==> config.mk <==
export PLATFORM = sky130hd
export DESIGN_NAME = bfa_ctrl
export DESIGN_NICKNAME = d
export VERILOG_FILES = /design/src/core/bfa_pkg.sv /design/src/core/bfa_tick_if.sv /design/src/core/bfa_clk_div.sv /design/src/core/bfa_ctrl.sv
export SDC_FILE = /design/constraint.sdc
export NUM_CORES = 1
export LEC_CHECK = 0
export CAP_MARGIN = 20
export CORE_ASPECT_RATIO = 0.6
export CORE_MARGIN = 2
export CORE_UTILIZATION = 60
export CTS_CLUSTER_DIAMETER = 200
export DETAILED_ROUTE_END_ITERATION = 10
export DONT_BUFFER_PORTS = 1
export PLACE_DENSITY = 0.77
export SETUP_SLACK_MARGIN = 0.05
export SLEW_MARGIN = 20
export SYNTH_ARGS = -nofsm -noshare
export SYNTH_HDL_FRONTEND = slang
export SYNTH_HIERARCHICAL = 1
export SYNTH_SLANG_ARGS = --single-unit
==> constraint.sdc <==
create_clock -name CLK -period 7.9 [get_ports CLK]
set_input_delay 1.58 -clock CLK [delete_from_list [all_inputs] [get_ports CLK]]
set_output_delay 1.58 -clock CLK [all_outputs]
set_load 0.02 [all_outputs]
==> src/core/bfa_pkg.sv <==
`default_nettype none
package bfa_pkg;

    // ********************************
    // operating mode and clock rate codes
    // ********************************
    localparam logic [1:0] MODE_OFF   = 2'h0;
    localparam logic [1:0] MODE_ASYNC = 2'h1;
    localparam logic [1:0] MODE_BURST = 2'h2;
    localparam logic [1:0] RATE_DIV1  = 2'h1;
    localparam logic [1:0] RATE_DIV2  = 2'h2;
    localparam logic [1:0] RATE_DIV4  = 2'h3;

    // ********************************
    // request sizes and widths
    // ********************************
    localparam logic [1:0] SIZE_BYTE = 2'h0;
    localparam logic [1:0] SIZE_HALF = 2'h1;
    localparam logic [1:0] SIZE_WORD = 2'h2;
    localparam int SYS_AW  = 28;
    localparam int FL_AW   = 25;
    localparam int FL_DW   = 16;
    localparam int AVL_W   = 4;
    localparam int OEL_W   = 2;
    localparam int LAT_W   = 5;

    // ********************************
    // counts and reset values
    // ********************************
    localparam logic [LAT_W-1:0] LAT_ONE   = 5'h01;
    localparam logic [LAT_W-1:0] LAT_RST   = 5'h00;
    localparam logic [OEL_W-1:0] OEL_RST   = 2'h0;
    localparam logic [1:0]       DIV_RST   = 2'h0;
    localparam logic [15:0]      HALF_RST  = 16'h0000;
    localparam logic [31:0]      WORD_RST  = 32'h0000_0000;
    localparam logic [1:0]       SEC_LOW   = 2'h2;

    typedef enum logic [2:0] {
        ST_IDLE = 3'b000,
        ST_WAIT = 3'b001,
        ST_AVD  = 3'b010,
        ST_TURN = 3'b011,
        ST_OE   = 3'b100,
        ST_WE   = 3'b101,
        ST_HOLD = 3'b110,
        ST_DONE = 3'b111
    } bfa_state_t;

endpackage
`default_nettype wire

==> src/core/bfa_tick_if.sv <==
`timescale 1ns/1ps
`default_nettype none
interface bfa_tick_if;
    logic [1:0] rate;
    logic       tick;
    logic       mid;
    logic       phase;

    modport div  (input rate, output tick, output mid, output phase);
    modport ctrl (output rate, input tick, input mid, input phase);
endinterface
`default_nettype wire

==> src/core/bfa_clk_div.sv <==
`timescale 1ns/1ps
`default_nettype none
module bfa_clk_div (
    input  wire logic clk,
    input  wire logic rst,
    bfa_tick_if.div   tk
);
    logic [1:0] cnt_r;
    logic [1:0] last;
    logic [1:0] half;

    // RL23 reserved rate code runs at the slowest rate, the safe choice
    always_comb begin
        last = 2'h3;
        half = 2'h2;
        if (tk.rate == bfa_pkg::RATE_DIV1) begin
            last = 2'h0;
            half = 2'h0;
        end else if (tk.rate == bfa_pkg::RATE_DIV2) begin
            last = 2'h1;
            half = 2'h1;
        end
    end

    // ********************************
    // period counter
    // ********************************
    always_ff @(posedge clk or posedge rst) begin
        if (rst) begin
            cnt_r <= bfa_pkg::DIV_RST;
        end else if (cnt_r >= last) begin
            cnt_r <= bfa_pkg::DIV_RST;
        end else begin
            cnt_r <= cnt_r + 2'h1;
        end
    end

    // tick marks a flash clock rising edge, mid the half period
    assign tk.tick  = (cnt_r == bfa_pkg::DIV_RST);
    assign tk.mid   = (cnt_r == half);
    assign tk.phase = (cnt_r < half) || (last == 2'h0);

endmodule // bfa_clk_div
`default_nettype wire

==> src/core/bfa_ctrl.sv <==
// How it works
// RL1: 256M system space, 16-bit flash data, 25-bit flash address, all sizes.
// RL2: every request is answered; the error line never rises.
// RL3: with multiplexing, low sixteen address bits go on the data lines.
// RL4: flash clock is master clock, divided by 2, or divided by 4; undivided, the clock pin stays high in burst mode.
// RL5: address-valid latency up to sixteen; release latency one to three.
// RL6: disabled after reset; active once the mode input selects a mode.
// RL7: asynchronous mode keeps the flash clock pin low.
// RL8: byte, half and word reads; a word read becomes two half reads.
// RL9: only half-word writes are done; other writes are dropped quietly.
// RL10: address on address bus with address-valid pulse, and muxed data.
// RL11: write enable falls in the flash cycle after address valid.
// RL12: reads add one turnaround cycle before output enable.
// RL13: strobe pulse length is latency field plus one flash cycles.
// RL14: an asynchronous read ends as output enable rises.
// RL15: write data and address held half a flash cycle past enable rise; with the undivided clock they are held a whole one.
// RL16: data bus kept reserved for release-latency cycles after a read.
// RL17: muxed write after read waits release latency; other orders never.
// RL18: software sets the clock rate even in asynchronous mode.
// RL19: strobes are active low, ready input is active high.
// RL20: when enabled, drive address, data and select; watch ready.
// RL21: burst advance by clock or by the advance strobe; held idle here.
// RL22: mode codes 00 off, 01 asynchronous, 10 burst read, 11 reserved.
// RL23: rate codes 01 undivided, 10 by two, 11 by four, 00 reserved.
// RL24: word read fetches low half first, result assembled little-endian.
`timescale 1ns/1ps
`default_nettype none
module bfa_ctrl (
    input  wire logic        CLK,
    input  wire logic        RST,
    input  wire logic        REQ_VALID,
    input  wire logic        REQ_WRITE,
    input  wire logic [1:0]  REQ_SIZE,
    input  wire logic [27:0] REQ_ADDR,
    input  wire logic [31:0] REQ_WDATA,
    output logic             REQ_READY,
    output logic             RSP_VALID,
    output logic [31:0]      RSP_RDATA,
    output logic             RSP_ERROR,
    input  wire logic [1:0]  OPERATING_MODE_SEL,
    input  wire logic [1:0]  CLOCK_RATE_SEL,
    input  wire logic [3:0]  ADDR_VALID_LATENCY,
    input  wire logic [1:0]  OE_RELEASE_LATENCY,
    input  wire logic        MUX_EN,
    output logic             BUS_HELD,
    output logic             FLASH_CLK_OUT,
    output logic             FLASH_CHIP_SEL_N,
    output logic             ADDR_VALID_N,
    output logic             ADDR_ADVANCE_N,
    output logic             OUT_ENABLE_N,
    output logic             WRITE_ENABLE_N,
    input  wire logic        FLASH_READY_IN,
    output logic [24:0]      FLASH_ADDR,
    input  wire logic [15:0] DATA_I,
    output logic [15:0]      DATA_O,
    output logic             DATA_OE_N
);

    // ********************************
    // declarations
    // ********************************
    bfa_pkg::bfa_state_t state_r;
    logic [27:0]  addr_r;
    logic [15:0]  wdata_r;
    logic [1:0]   size_r;
    logic         wr_r;
    logic         second_r;
    logic [15:0]  low_r;
    logic [4:0]   cnt_r;
    logic [1:0]   oel_cnt_r;
    logic         rdy_s1_r;
    logic         rdy_s2_r;
    logic [15:0]  din_s1_r;
    logic [15:0]  din_s2_r;
    logic         active;
    logic [4:0]   lat;
    logic [24:0]  fa_nxt;
    logic         rd_end;
    logic         wr_blocked;
    logic         drop_req;
    logic [31:0]  rdata_nxt;

    bfa_tick_if tif ();

    // RL4 rate select
    // RL23 reserved rate code resolved in the divider
    assign tif.rate = CLOCK_RATE_SEL;

    bfa_clk_div u_div (
        .clk (CLK),
        .rst (RST),
        .tk  (tif.div)
    );

    // ********************************
    // pin synchronisers
    // ********************************
    // RL19 ready sampled as active high
    always_ff @(posedge CLK or posedge RST) begin
        if (RST) begin
            rdy_s1_r <= 1'b0;
            rdy_s2_r <= 1'b0;
            din_s1_r <= bfa_pkg::HALF_RST;
            din_s2_r <= bfa_pkg::HALF_RST;
        end else begin
            rdy_s1_r <= FLASH_READY_IN;
            rdy_s2_r <= rdy_s1_r;
            din_s1_r <= DATA_I;
            din_s2_r <= din_s1_r;
        end
    end

    // ********************************
    // decode of configuration
    // ********************************
    // RL22 mode codes decoded here
    // RL6 reserved mode behaves as disabled
    assign active = (OPERATING_MODE_SEL == bfa_pkg::MODE_ASYNC) ||
                    (OPERATING_MODE_SEL == bfa_pkg::MODE_BURST);

    // RL5 four-bit field reaches sixteen flash cycles
    // RL13 field holds latency minus one
    assign lat = {1'b0, ADDR_VALID_LATENCY} + bfa_pkg::LAT_ONE;

    // RL9 only half-word writes, and none in burst read mode
    assign drop_req = REQ_WRITE &&
                      ((REQ_SIZE != bfa_pkg::SIZE_HALF) ||
                       (OPERATING_MODE_SEL == bfa_pkg::MODE_BURST));

    // ********************************
    // flash address of each half
    // ********************************
    // RL24 second half-word sits at the upper half address of the aligned word
    always_comb begin
        fa_nxt = addr_r[24:0];
        if (second_r) begin
            fa_nxt = {addr_r[24:2], bfa_pkg::SEC_LOW};
        end
    end

    // RL14 read ends on the tick that lifts output enable
    // RL20 ready gates the end of the data phase
    assign rd_end = (state_r == bfa_pkg::ST_OE) && tif.tick &&
                    (cnt_r <= bfa_pkg::LAT_ONE) && rdy_s2_r;

    // RL17 only a multiplexed write waits for the flash to let go
    assign wr_blocked = wr_r && MUX_EN && (oel_cnt_r != bfa_pkg::OEL_RST);

    // ********************************
    // read data assembly
    // ********************************
    // RL8 byte lane pick and word assembly
    always_comb begin
        rdata_nxt = {16'h0000, din_s2_r};
        if (size_r == bfa_pkg::SIZE_BYTE) begin
            rdata_nxt = {24'h00_0000,
                         (addr_r[0] ? din_s2_r[15:8] : din_s2_r[7:0])};
        end else if (size_r == bfa_pkg::SIZE_WORD) begin
            // RL24 low half first, little-endian
            rdata_nxt = {din_s2_r, low_r};
        end
    end

    // ********************************
    // bus release counter
    // ********************************
    // RL16 other masters stay off the data bus while the flash releases
    always_ff @(posedge CLK or posedge RST) begin
        if (RST) begin
            oel_cnt_r <= bfa_pkg::OEL_RST;
            BUS_HELD  <= 1'b0;
        end else if (rd_end) begin
            oel_cnt_r <= OE_RELEASE_LATENCY;
            BUS_HELD  <= (OE_RELEASE_LATENCY != bfa_pkg::OEL_RST);
        end else if (tif.tick && (oel_cnt_r != bfa_pkg::OEL_RST)) begin
            oel_cnt_r <= oel_cnt_r - 2'h1;
            BUS_HELD  <= (oel_cnt_r != 2'h1);
        end
    end

    // ********************************
    // flash clock pin
    // ********************************
    always_ff @(posedge CLK or posedge RST) begin
        if (RST) begin
            FLASH_CLK_OUT  <= 1'b0;
            ADDR_ADVANCE_N <= 1'b1;
        end else begin
            // RL7 clock runs only in burst read mode
            FLASH_CLK_OUT  <= (OPERATING_MODE_SEL == bfa_pkg::MODE_BURST) &&
                              tif.phase;
            // RL21 advance strobe stays inactive, bursts are not issued
            ADDR_ADVANCE_N <= 1'b1;
        end
    end

    // ********************************
    // access sequencer
    // ********************************
    always_ff @(posedge CLK or posedge RST) begin
        if (RST) begin
            state_r          <= bfa_pkg::ST_IDLE;
            addr_r           <= 28'h000_0000;
            wdata_r          <= bfa_pkg::HALF_RST;
            size_r           <= bfa_pkg::SIZE_BYTE;
            wr_r             <= 1'b0;
            second_r         <= 1'b0;
            low_r            <= bfa_pkg::HALF_RST;
            cnt_r            <= bfa_pkg::LAT_RST;
            // RL19 active-low strobes idle high
            REQ_READY        <= 1'b0;
            RSP_VALID        <= 1'b0;
            RSP_RDATA        <= bfa_pkg::WORD_RST;
            RSP_ERROR        <= 1'b0;
            FLASH_CHIP_SEL_N <= 1'b1;
            ADDR_VALID_N     <= 1'b1;
            OUT_ENABLE_N     <= 1'b1;
            WRITE_ENABLE_N   <= 1'b1;
            FLASH_ADDR       <= 25'h000_0000;
            DATA_O           <= bfa_pkg::HALF_RST;
            DATA_OE_N        <= 1'b1;
        end else begin
            REQ_READY <= 1'b0;
            RSP_VALID <= 1'b0;
            // RL2 no abort is ever signalled
            RSP_ERROR <= 1'b0;
            case (state_r)
                bfa_pkg::ST_IDLE: begin
                    if (REQ_VALID) begin
                        // RL1 full system address kept, flash sees 25 bits
                        REQ_READY <= 1'b1;
                        addr_r    <= REQ_ADDR;
                        wdata_r   <= REQ_WDATA[15:0];
                        size_r    <= REQ_SIZE;
                        wr_r      <= REQ_WRITE;
                        second_r  <= 1'b0;
                        if (!active || drop_req) begin
                            // RL9 dropped writes still complete
                            RSP_VALID <= 1'b1;
                            RSP_RDATA <= bfa_pkg::WORD_RST;
                            state_r   <= bfa_pkg::ST_DONE;
                        end else begin
                            state_r <= bfa_pkg::ST_WAIT;
                        end
                    end
                end
                bfa_pkg::ST_WAIT: begin
                    if (tif.tick && !wr_blocked) begin
                        // RL10 address phase with valid strobe
                        FLASH_CHIP_SEL_N <= 1'b0;
                        ADDR_VALID_N     <= 1'b0;
                        FLASH_ADDR       <= fa_nxt;
                        if (MUX_EN) begin
                            // RL3 low sixteen address bits on data lines
                            DATA_O    <= fa_nxt[15:0];
                            DATA_OE_N <= 1'b0;
                        end
                        state_r <= bfa_pkg::ST_AVD;
                    end
                end
                bfa_pkg::ST_AVD: begin
                    if (tif.tick) begin
                        ADDR_VALID_N <= 1'b1;
                        if (wr_r) begin
                            // RL11 write enable in the next flash cycle
                            WRITE_ENABLE_N <= 1'b0;
                            DATA_O         <= wdata_r;
                            DATA_OE_N      <= 1'b0;
                            cnt_r          <= lat;
                            state_r        <= bfa_pkg::ST_WE;
                        end else begin
                            // RL12 pads turn around before output enable
                            DATA_OE_N <= 1'b1;
                            state_r   <= bfa_pkg::ST_TURN;
                        end
                    end
                end
                bfa_pkg::ST_TURN: begin
                    if (tif.tick) begin
                        OUT_ENABLE_N <= 1'b0;
                        cnt_r        <= lat;
                        state_r      <= bfa_pkg::ST_OE;
                    end
                end
                bfa_pkg::ST_OE: begin
                    if (rd_end) begin
                        OUT_ENABLE_N     <= 1'b1;
                        FLASH_CHIP_SEL_N <= 1'b1;
                        cnt_r            <= bfa_pkg::LAT_RST;
                        if (size_r == bfa_pkg::SIZE_WORD && !second_r) begin
                            // RL8 first half kept, second read follows
                            low_r    <= din_s2_r;
                            second_r <= 1'b1;
                            state_r  <= bfa_pkg::ST_WAIT;
                        end else begin
                            RSP_VALID <= 1'b1;
                            RSP_RDATA <= rdata_nxt;
                            state_r   <= bfa_pkg::ST_DONE;
                        end
                    end else if (tif.tick && cnt_r > bfa_pkg::LAT_ONE) begin
                        // RL13 output enable lasts the latency
                        cnt_r <= cnt_r - bfa_pkg::LAT_ONE;
                    end
                end
                bfa_pkg::ST_WE: begin
                    if (tif.tick) begin
                        if (cnt_r > bfa_pkg::LAT_ONE) begin
                            // RL13 write pulse lasts the latency
                            cnt_r <= cnt_r - bfa_pkg::LAT_ONE;
                        end else begin
                            WRITE_ENABLE_N <= 1'b1;
                            cnt_r          <= bfa_pkg::LAT_RST;
                            state_r        <= bfa_pkg::ST_HOLD;
                        end
                    end
                end
                bfa_pkg::ST_HOLD: begin
                    // RL15 release half a flash cycle after enable rises;
                    // undivided clock cannot split, so it waits a whole one
                    if (tif.mid) begin
                        DATA_OE_N        <= 1'b1;
                        FLASH_CHIP_SEL_N <= 1'b1;
                        RSP_VALID        <= 1'b1;
                        RSP_RDATA        <= bfa_pkg::WORD_RST;
                        state_r          <= bfa_pkg::ST_DONE;
                    end
                end
                bfa_pkg::ST_DONE: begin
                    // gives the requester a cycle to drop its valid line
                    state_r <= bfa_pkg::ST_IDLE;
                end
                default: begin
                    state_r <= bfa_pkg::ST_IDLE;
                end
            endcase
        end
    end

endmodule // bfa_ctrl
`default_nettype wire

==> impl_metrics.py, run 1 <==
metrics = {
    "run_status": {
        "status": "complete, no violations",
    },
    "critical_path": {
        "critPathLaunchType": "primary input",
        "critPathKind": "primary input to flop",
        "r2r_start": "state_r[2]",
        "r2r-end": "low_r[4]",
        "ff2ff_path_depth": 4,
        "cp.arrival_ps": 4100,
        "end_kind": "flop",
        "r2r_setup_slack_ps": 4350,
        "crit_fanout": 65,
        "max_stage_delay_ps": 870,
        "cp.required_ps": 8150,
        "cp_slowest_cell": "a211o_2",
        "path_cells": "inv_1 > ha_1 > inv_1 > ha_1 > and2_1 > or3b_1 > o2111ai_1 > a211o_2 > o21ai_0",
    },
    "route": {
        "ant_nets": 0,
        "wl_per_cell_um": 20.3,
        "drc": 0,
        "vias_per_cell": 6.06,
        "routed_wirelength_mm": 16.9,
        "firstDrtPassIters": 5,
        "first_iter_violations": 429,
        "via_count": 5036,
    },
    "die": {
        "die-area_mm2": 0.0142,
        "rows": 32,
        "die_y_um": 93.2,
        "core_area_mm2": 0.0129,
        "ios": 178,
        "die_x_um": 153,
        "start_util_pct": 61.7,
    },
    "layout": {
        "final_util_pct": 67.2,
        "layout.cells.most_common": "dfrtp_1",
        "final_cells": 831,
        "nFillCells": 941,
        "fin_nets": 756,
        "synthToLayoutAreaGrowth_pct": 8.96,
        "drive_gt1_share_pct": 21.4,
        "final_cell_mix": "dfrtp_1 (184), mux2_2 (82), nand2_1 (66)",
    },
    "hold_path": {
        "hp-class": "flop to flop",
        "holdPathEnd": "din_s2_r[9]",
        "holdPathStages": 0,
        "min_from": "din_s1_r[9]",
    },
    "timing": {
        "setup_violations": 0,
        "slew_violations": 0,
        "worst_pin_slew_ps": 1020,
        "fmax_mhz": 259,
        "min_period_ps": 3860,
        "skew_ps": 11.6,
        "hold_violations": 0,
        "max-slew-margin-rel_pct": 32.3,
        "rsz0062_at_grt": "false",
        "fin_crit_sh_pct": 48.8,
        "fin_tns_setup_ps": 0,
    },
    "power_and_ir_drop": {
        "power.density_mw_per_mm2": 435,
        "vdd_ir_drop_max_v": 0.000196,
        "swShare_pct": 40.8,
        "p_int_mw": 2.23,
        "switchingPower_mw": 1.54,
        "power_frac_comb_pct": 28.8,
        "p_clk_share_pct": 22.9,
        "total_power_mw": 3.77,
        "p_seq_share_pct": 48.3,
        "power_leakage_nw": 3.84,
    },
    "grt": {
        "grt_max_degree": 116,
        "grt_pass1_vias": 5206,
        "antenna_found_initial": 2,
        "overflow": 0,
        "gr-usage-all-layers_pct": 24.9,
        "grt_pass1_wl_mm": 27.6,
    },
    "place": {
        "place_congestion": 0.855,
        "dp.cells": 797,
        "port_buffers": 0,
        "hpwl_mm": 11.6,
    },
    "clock_tree": {
        "insertion_delay_ps": 430,
        "path_clk_slew_ps": 80,
        "cts.repair.resized": 0,
        "clkSinkCount": 189,
        "cts_htree_levels": 4,
        "clockBufferDepth": 2,
        "cts_root_buf": "clkbuf_16",
        "cts_tree": "done",
        "numCtsBuffers": 17,
        "postCtsSetupBuffers": 0,
        "ctsHoldBuffers": 0,
    },
    "synthesis": {
        "syn_area_mm2": 0.00795,
        "ys_seq_area_share_pct": 59.6,
        "synthCells": 663,
        "syn_area_per_cell_um2": 12.0,
        "yosysUniqueCellTypes": 64,
        "async_reset_ff_share_pct": 100,
        "synth_ff_type": "dfrtp_1",
        "synth-edff-count": 0,
        "syn_nets": 772,
        "ys_seq_elements": 189,
        "synth_warnings": 6,
    },
    "flow_run": {
        "max_cap_viol_count": 0,
    },
}
[cells by family (layout without fill, tap and decap cells)]
| group | Yosys count | count (layout) | share of synthesized area (%) |
|---|---|---|---|
| AND/OR/NAND/NOR | 160 | 160 | 9.37 |
| XOR/XNOR | 4 | 4 | 0.441 |
| flip-flops | 189 | 189 | 59.6 |
| multiplexers | 100 | 100 | 13.9 |
| adder cells (fa/ha/maj) | 15 | 15 | 2.36 |
| buffers and inverters | 61 | 58 | 3.54 |
| other | 2 | 3 | 0.0945 |
| AO/OA/AOI/OAI | 132 | 132 | 10.7 |
[through the flow]
| step | setup WS, ps | cell area (um^2) | hold slack [ps] |
|---|---|---|---|
| after floorplan | 1240 | 7950 | 331 |
| after global placement | 3760 | 8010 | 333 |
| after detailed placement | 3630 | 8010 | 335 |
| after CTS | 4080 | 8620 | 355 |
| after global routing | 3830 | 8660 | 358 |
| final | 4040 | 8660 | 352 |
[power by group through the flow]
stage / Clock (mW) / Sequential (mW) / Combinational [mW]
2_1_floorplan: 0 / 1.68 / 0.950
3_3_place_gp: 0 / 1.81 / 1.00
3_5_place_dp: 0 / 1.84 / 1.06
4_1_cts: 0.879 / 1.82 / 1.08
5_1_grt: 0.918 / 1.87 / 1.21
6_report: 0.864 / 1.82 / 1.08
[how the worst max path moves through the flow]
stage	startpoint	end	slack, ps	depth (start not counted)
after floorplan	RST	BUS_HELD	1240	1
after global placement	CLOCK_RATE_SEL[0]	RSP_RDATA[19]	3760	9
after detailed placement	CLOCK_RATE_SEL[0]	RSP_RDATA[29]	3630	9
after CTS	state_r[2]	low_r[15]	4080	4
after global routing	CLOCK_RATE_SEL[0]	RSP_RDATA[29]	3830	9
final	CLOCK_RATE_SEL[0]	RSP_RDATA[29]	4040	9
[cell usage after synthesis (3+ instances only)]
library cell | number | area (um^2)
a21oi_1 | 35 | 175
a22o_1 | 3 | 26.3
a22oi_1 | 9 | 67.6
and2_1 | 3 | 18.8
buf_2 | 18 | 90.1
buf_4 | 4 | 30.0
clkbuf_1 | 14 | 52.6
dfrtp_1 | 184 | 4600
dfstp_2 | 5 | 131
ha_1 | 15 | 188
inv_1 | 21 | 78.8
mux2_1 | 3 | 33.8
mux2_2 | 82 | 923
mux2i_1 | 15 | 150
nand2_1 | 66 | 248
nand2b_1 | 5 | 31.3
nor2_1 | 54 | 203
nor2b_1 | 5 | 31.3
nor3_1 | 5 | 25.0
nor4b_1 | 3 | 26.3
o21a_1 | 3 | 22.5
o21ai_0 | 38 | 190
o21ai_1 | 4 | 20.0
o221ai_1 | 3 | 26.3
o22ai_1 | 10 | 62.6
o41ai_1 | 6 | 52.6
o41ai_2 | 3 | 48.8
[flip-flops by register name, summed over array words and instances (netlist names), 5 cells and up]
register	count
cnt_r	5
RSP_RDATA	32
addr_r	25
din_s2_r	16
low_r	16
FLASH_ADDR	25
DATA_O	16
din_s1_r	16
wdata_r	16
[critical path: cells and delay by family]
kind	cells	cell delay, ps
AOI/OAI and AO/OA	3	1310
buffers and inverters	2	60
and+or+nand+nor	2	570
adders and majority gates	2	580
[final cells by class]
class / count / area, um^2 / area share [%]
Timing Repair Buffer: 4 / 50.0 / 0.578
Multi-Input combinational cell: 413 / 2960 / 34.1
Clock buffer: 17 / 425 / 4.91
Antenna cell: 1 / 2.50 / 0.0289
Inverter: 22 / 87.6 / 1.01
Tap cell: 170 / 213 / 2.46
Clock inverter: 15 / 190 / 2.20
Sequential cell: 189 / 4740 / 54.7
[layer usage]
metal / vias to the layer above / routed length (um) / track usage, %
li1: 2280 / - / -
met2: 184 / 7840 / 38.5
met3: 32 / 1410 / 8.02
met5: - / 13 / 0
met4: 2 / 291 / 8.26
met1: 2538 / 7340 / 33.8
No activity file was read; power rests on OpenSTA's default activity.
==> run 2: changes to the inputs <==
CORE_UTILIZATION = 57   (was 60)
PLACE_DENSITY = 0.76   (was 0.77)
clock period = 3.3 ns   (was 7.9 ns; I/O delays follow)
==> impl_metrics.py, run 2 (synthesis results as in run 1) <==
metrics = {
    "place": {
        "place_congestion": 0.863,
        "dp.cells": 811,
        "hpwl_mm": 11.7,
        "port_buffers": 0,
    },
    "critical_path": {
        "ff2ff_path_depth": 7,
        "crit_fanout": 16,
        "cp.arrival_ps": 2930,
        "r2r-end": "state_r[2]",
        "end_kind": "flop",
        "critPathKind": "flop to flop",
        "r2r_setup_slack_ps": 680,
        "cp.required_ps": 3610,
        "r2r_start": "state_r[1]",
        "critPathLaunchType": "flop",
    },
    "layout": {
        "final_cell_mix": "dfrtp_1 (184), mux2_2 (82), nand2_1 (66)",
        "drive_gt1_share_pct": 22.3,
        "layout.cells.most_common": "dfrtp_1",
        "synthToLayoutAreaGrowth_pct": 10.3,
        "seq_area_mm2": 0.00474,
        "multi_input_area_mm2": 0.00295,
        "nFillCells": 1029,
        "top_regs": "RSP_RDATA x32, FLASH_ADDR x25, addr_r x25",
        "final_cells": 845,
        "top_register": "RSP_RDATA",
        "largest_reg_flops": 32,
        "fin_nets": 765,
    },
    "clock_tree": {
        "cts_tree": "done",
        "insertion_delay_ps": 430,
        "clkSinkCount": 189,
        "numCtsBuffers": 17,
        "path_clk_slew_ps": 70,
        "clockBufferDepth": 2,
        "postCtsSetupBuffers": 0,
        "cts.repair.resized": 0,
        "cts_root_buf": "clkbuf_16",
        "cts_htree_levels": 4,
        "ctsHoldBuffers": 1,
    },
    "power_and_ir_drop": {
        "power.density_mw_per_mm2": 1030,
        "vdd_ir_drop_max_v": 0.000496,
        "power_leakage_nw": 3.89,
        "total_power_mw": 9.05,
    },
    "timing": {
        "fmax_mhz": 381,
        "slew_violations": 0,
        "min_period_ps": 2620,
        "hold_violations": 0,
        "worst_pin_slew_ps": 788,
        "fin_tns_setup_ps": 0,
        "whs_ps": 229,
        "fin_crit_sh_pct": 79.5,
        "skew_ps": 14.1,
        "setup_violations": 0,
        "max-slew-margin-rel_pct": 47.0,
        "rsz0062_at_grt": "false",
    },
    "grt": {
        "grt_pass1_wl_mm": 26.9,
        "grt_pass1_vias": 5046,
        "grt-busiest-layer": "met2",
        "grt_util_met3_pct": 8.36,
        "use_met1_pct": 33.2,
        "grt_max_degree": 97,
        "met2_usage_pct": 35.2,
        "antenna_found_initial": 2,
        "gr-usage-all-layers_pct": 23.7,
        "overflow": 0,
    },
    "die": {
        "rows": 33,
        "die_x_um": 156,
        "die_y_um": 95.5,
        "ios": 178,
        "start_util_pct": 58.3,
        "core_area_mm2": 0.0136,
        "die-area_mm2": 0.0149,
    },
    "route": {
        "wl_per_cell_um": 20.0,
        "ant_nets": 0,
        "via_count": 5057,
        "vias_per_cell": 5.98,
        "first_iter_violations": 378,
        "drc": 0,
        "routed_wirelength_mm": 16.9,
        "firstDrtPassIters": 5,
    },
    "run_status": {
        "status": "complete, no violations",
    },
    "hold_path": {
        "hp-class": "primary input to asynchronous set/reset pin",
    },
    "flow_run": {
        "max_cap_viol_count": 0,
    },
}
## run 2: cell count changes in the layout (fill, tap and decap cells not counted), sizes merged
cell and change:
dlygate4sd3 +1, buf +8, inv -3, clkinv +1, clkinvlp +1, clkbuf +1
## run 2: critical path: stages, from the launching register on
cell,delay [ps]
dfrtp_1,660
inv_1,180
ha_1,360
nor3_1,520
o21ai_0,260
a21oi_1,210
a21oi_1,50
mux2_2,270
## run 2: layer usage
metal  part of all wire (%)  wire length (um)
met5                      0                 0
met4                    1.5               246
met3                    8.4              1420
met2                     46              7710
met1                     44              7510
## run 2: how the worst max path moves through the flow
stage                 startpoint            to  slack (ps)  cells after the start
2_1_floorplan                RST      BUS_HELD         240                      1
3_3_place_gp   CLOCK_RATE_SEL[0]  RSP_RDATA[3]         490                     10
3_5_place_dp   CLOCK_RATE_SEL[0]  RSP_RDATA[4]         390                     10
4_1_cts               state_r[1]      low_r[5]         700                      8
5_1_grt               state_r[1]    state_r[2]         370                      7
6_report              state_r[1]    state_r[2]         680                      7
## run 2: area by class of cell
type / instances / share of cell area [%]
sequential: 189 / 54.0
multi-input combinational: 413 / 33.6
clock buffer: 18 / 5.01
tap: 175 / 2.50
clock inverter: 14 / 2.11
timing repair buffer: 13 / 1.71
inverter: 22 / 0.985
antenna: 1 / 0.0285
## run 2: report_power, final
group          internal, mW  switching, mW
sequential             3.13           1.18
combinational          1.22           1.45
clock                  1.05           1.01
## run 2: through the flow
stage	area, um^2	worst slack (ps)	utilization (%)
finish	8770	677	64.4
global route	8770	372	64.3
CTS	8770	699	64.3
detailed placement	8130	388	59.7
global placement	8130	487	59.7
floorplan	7950	238	-
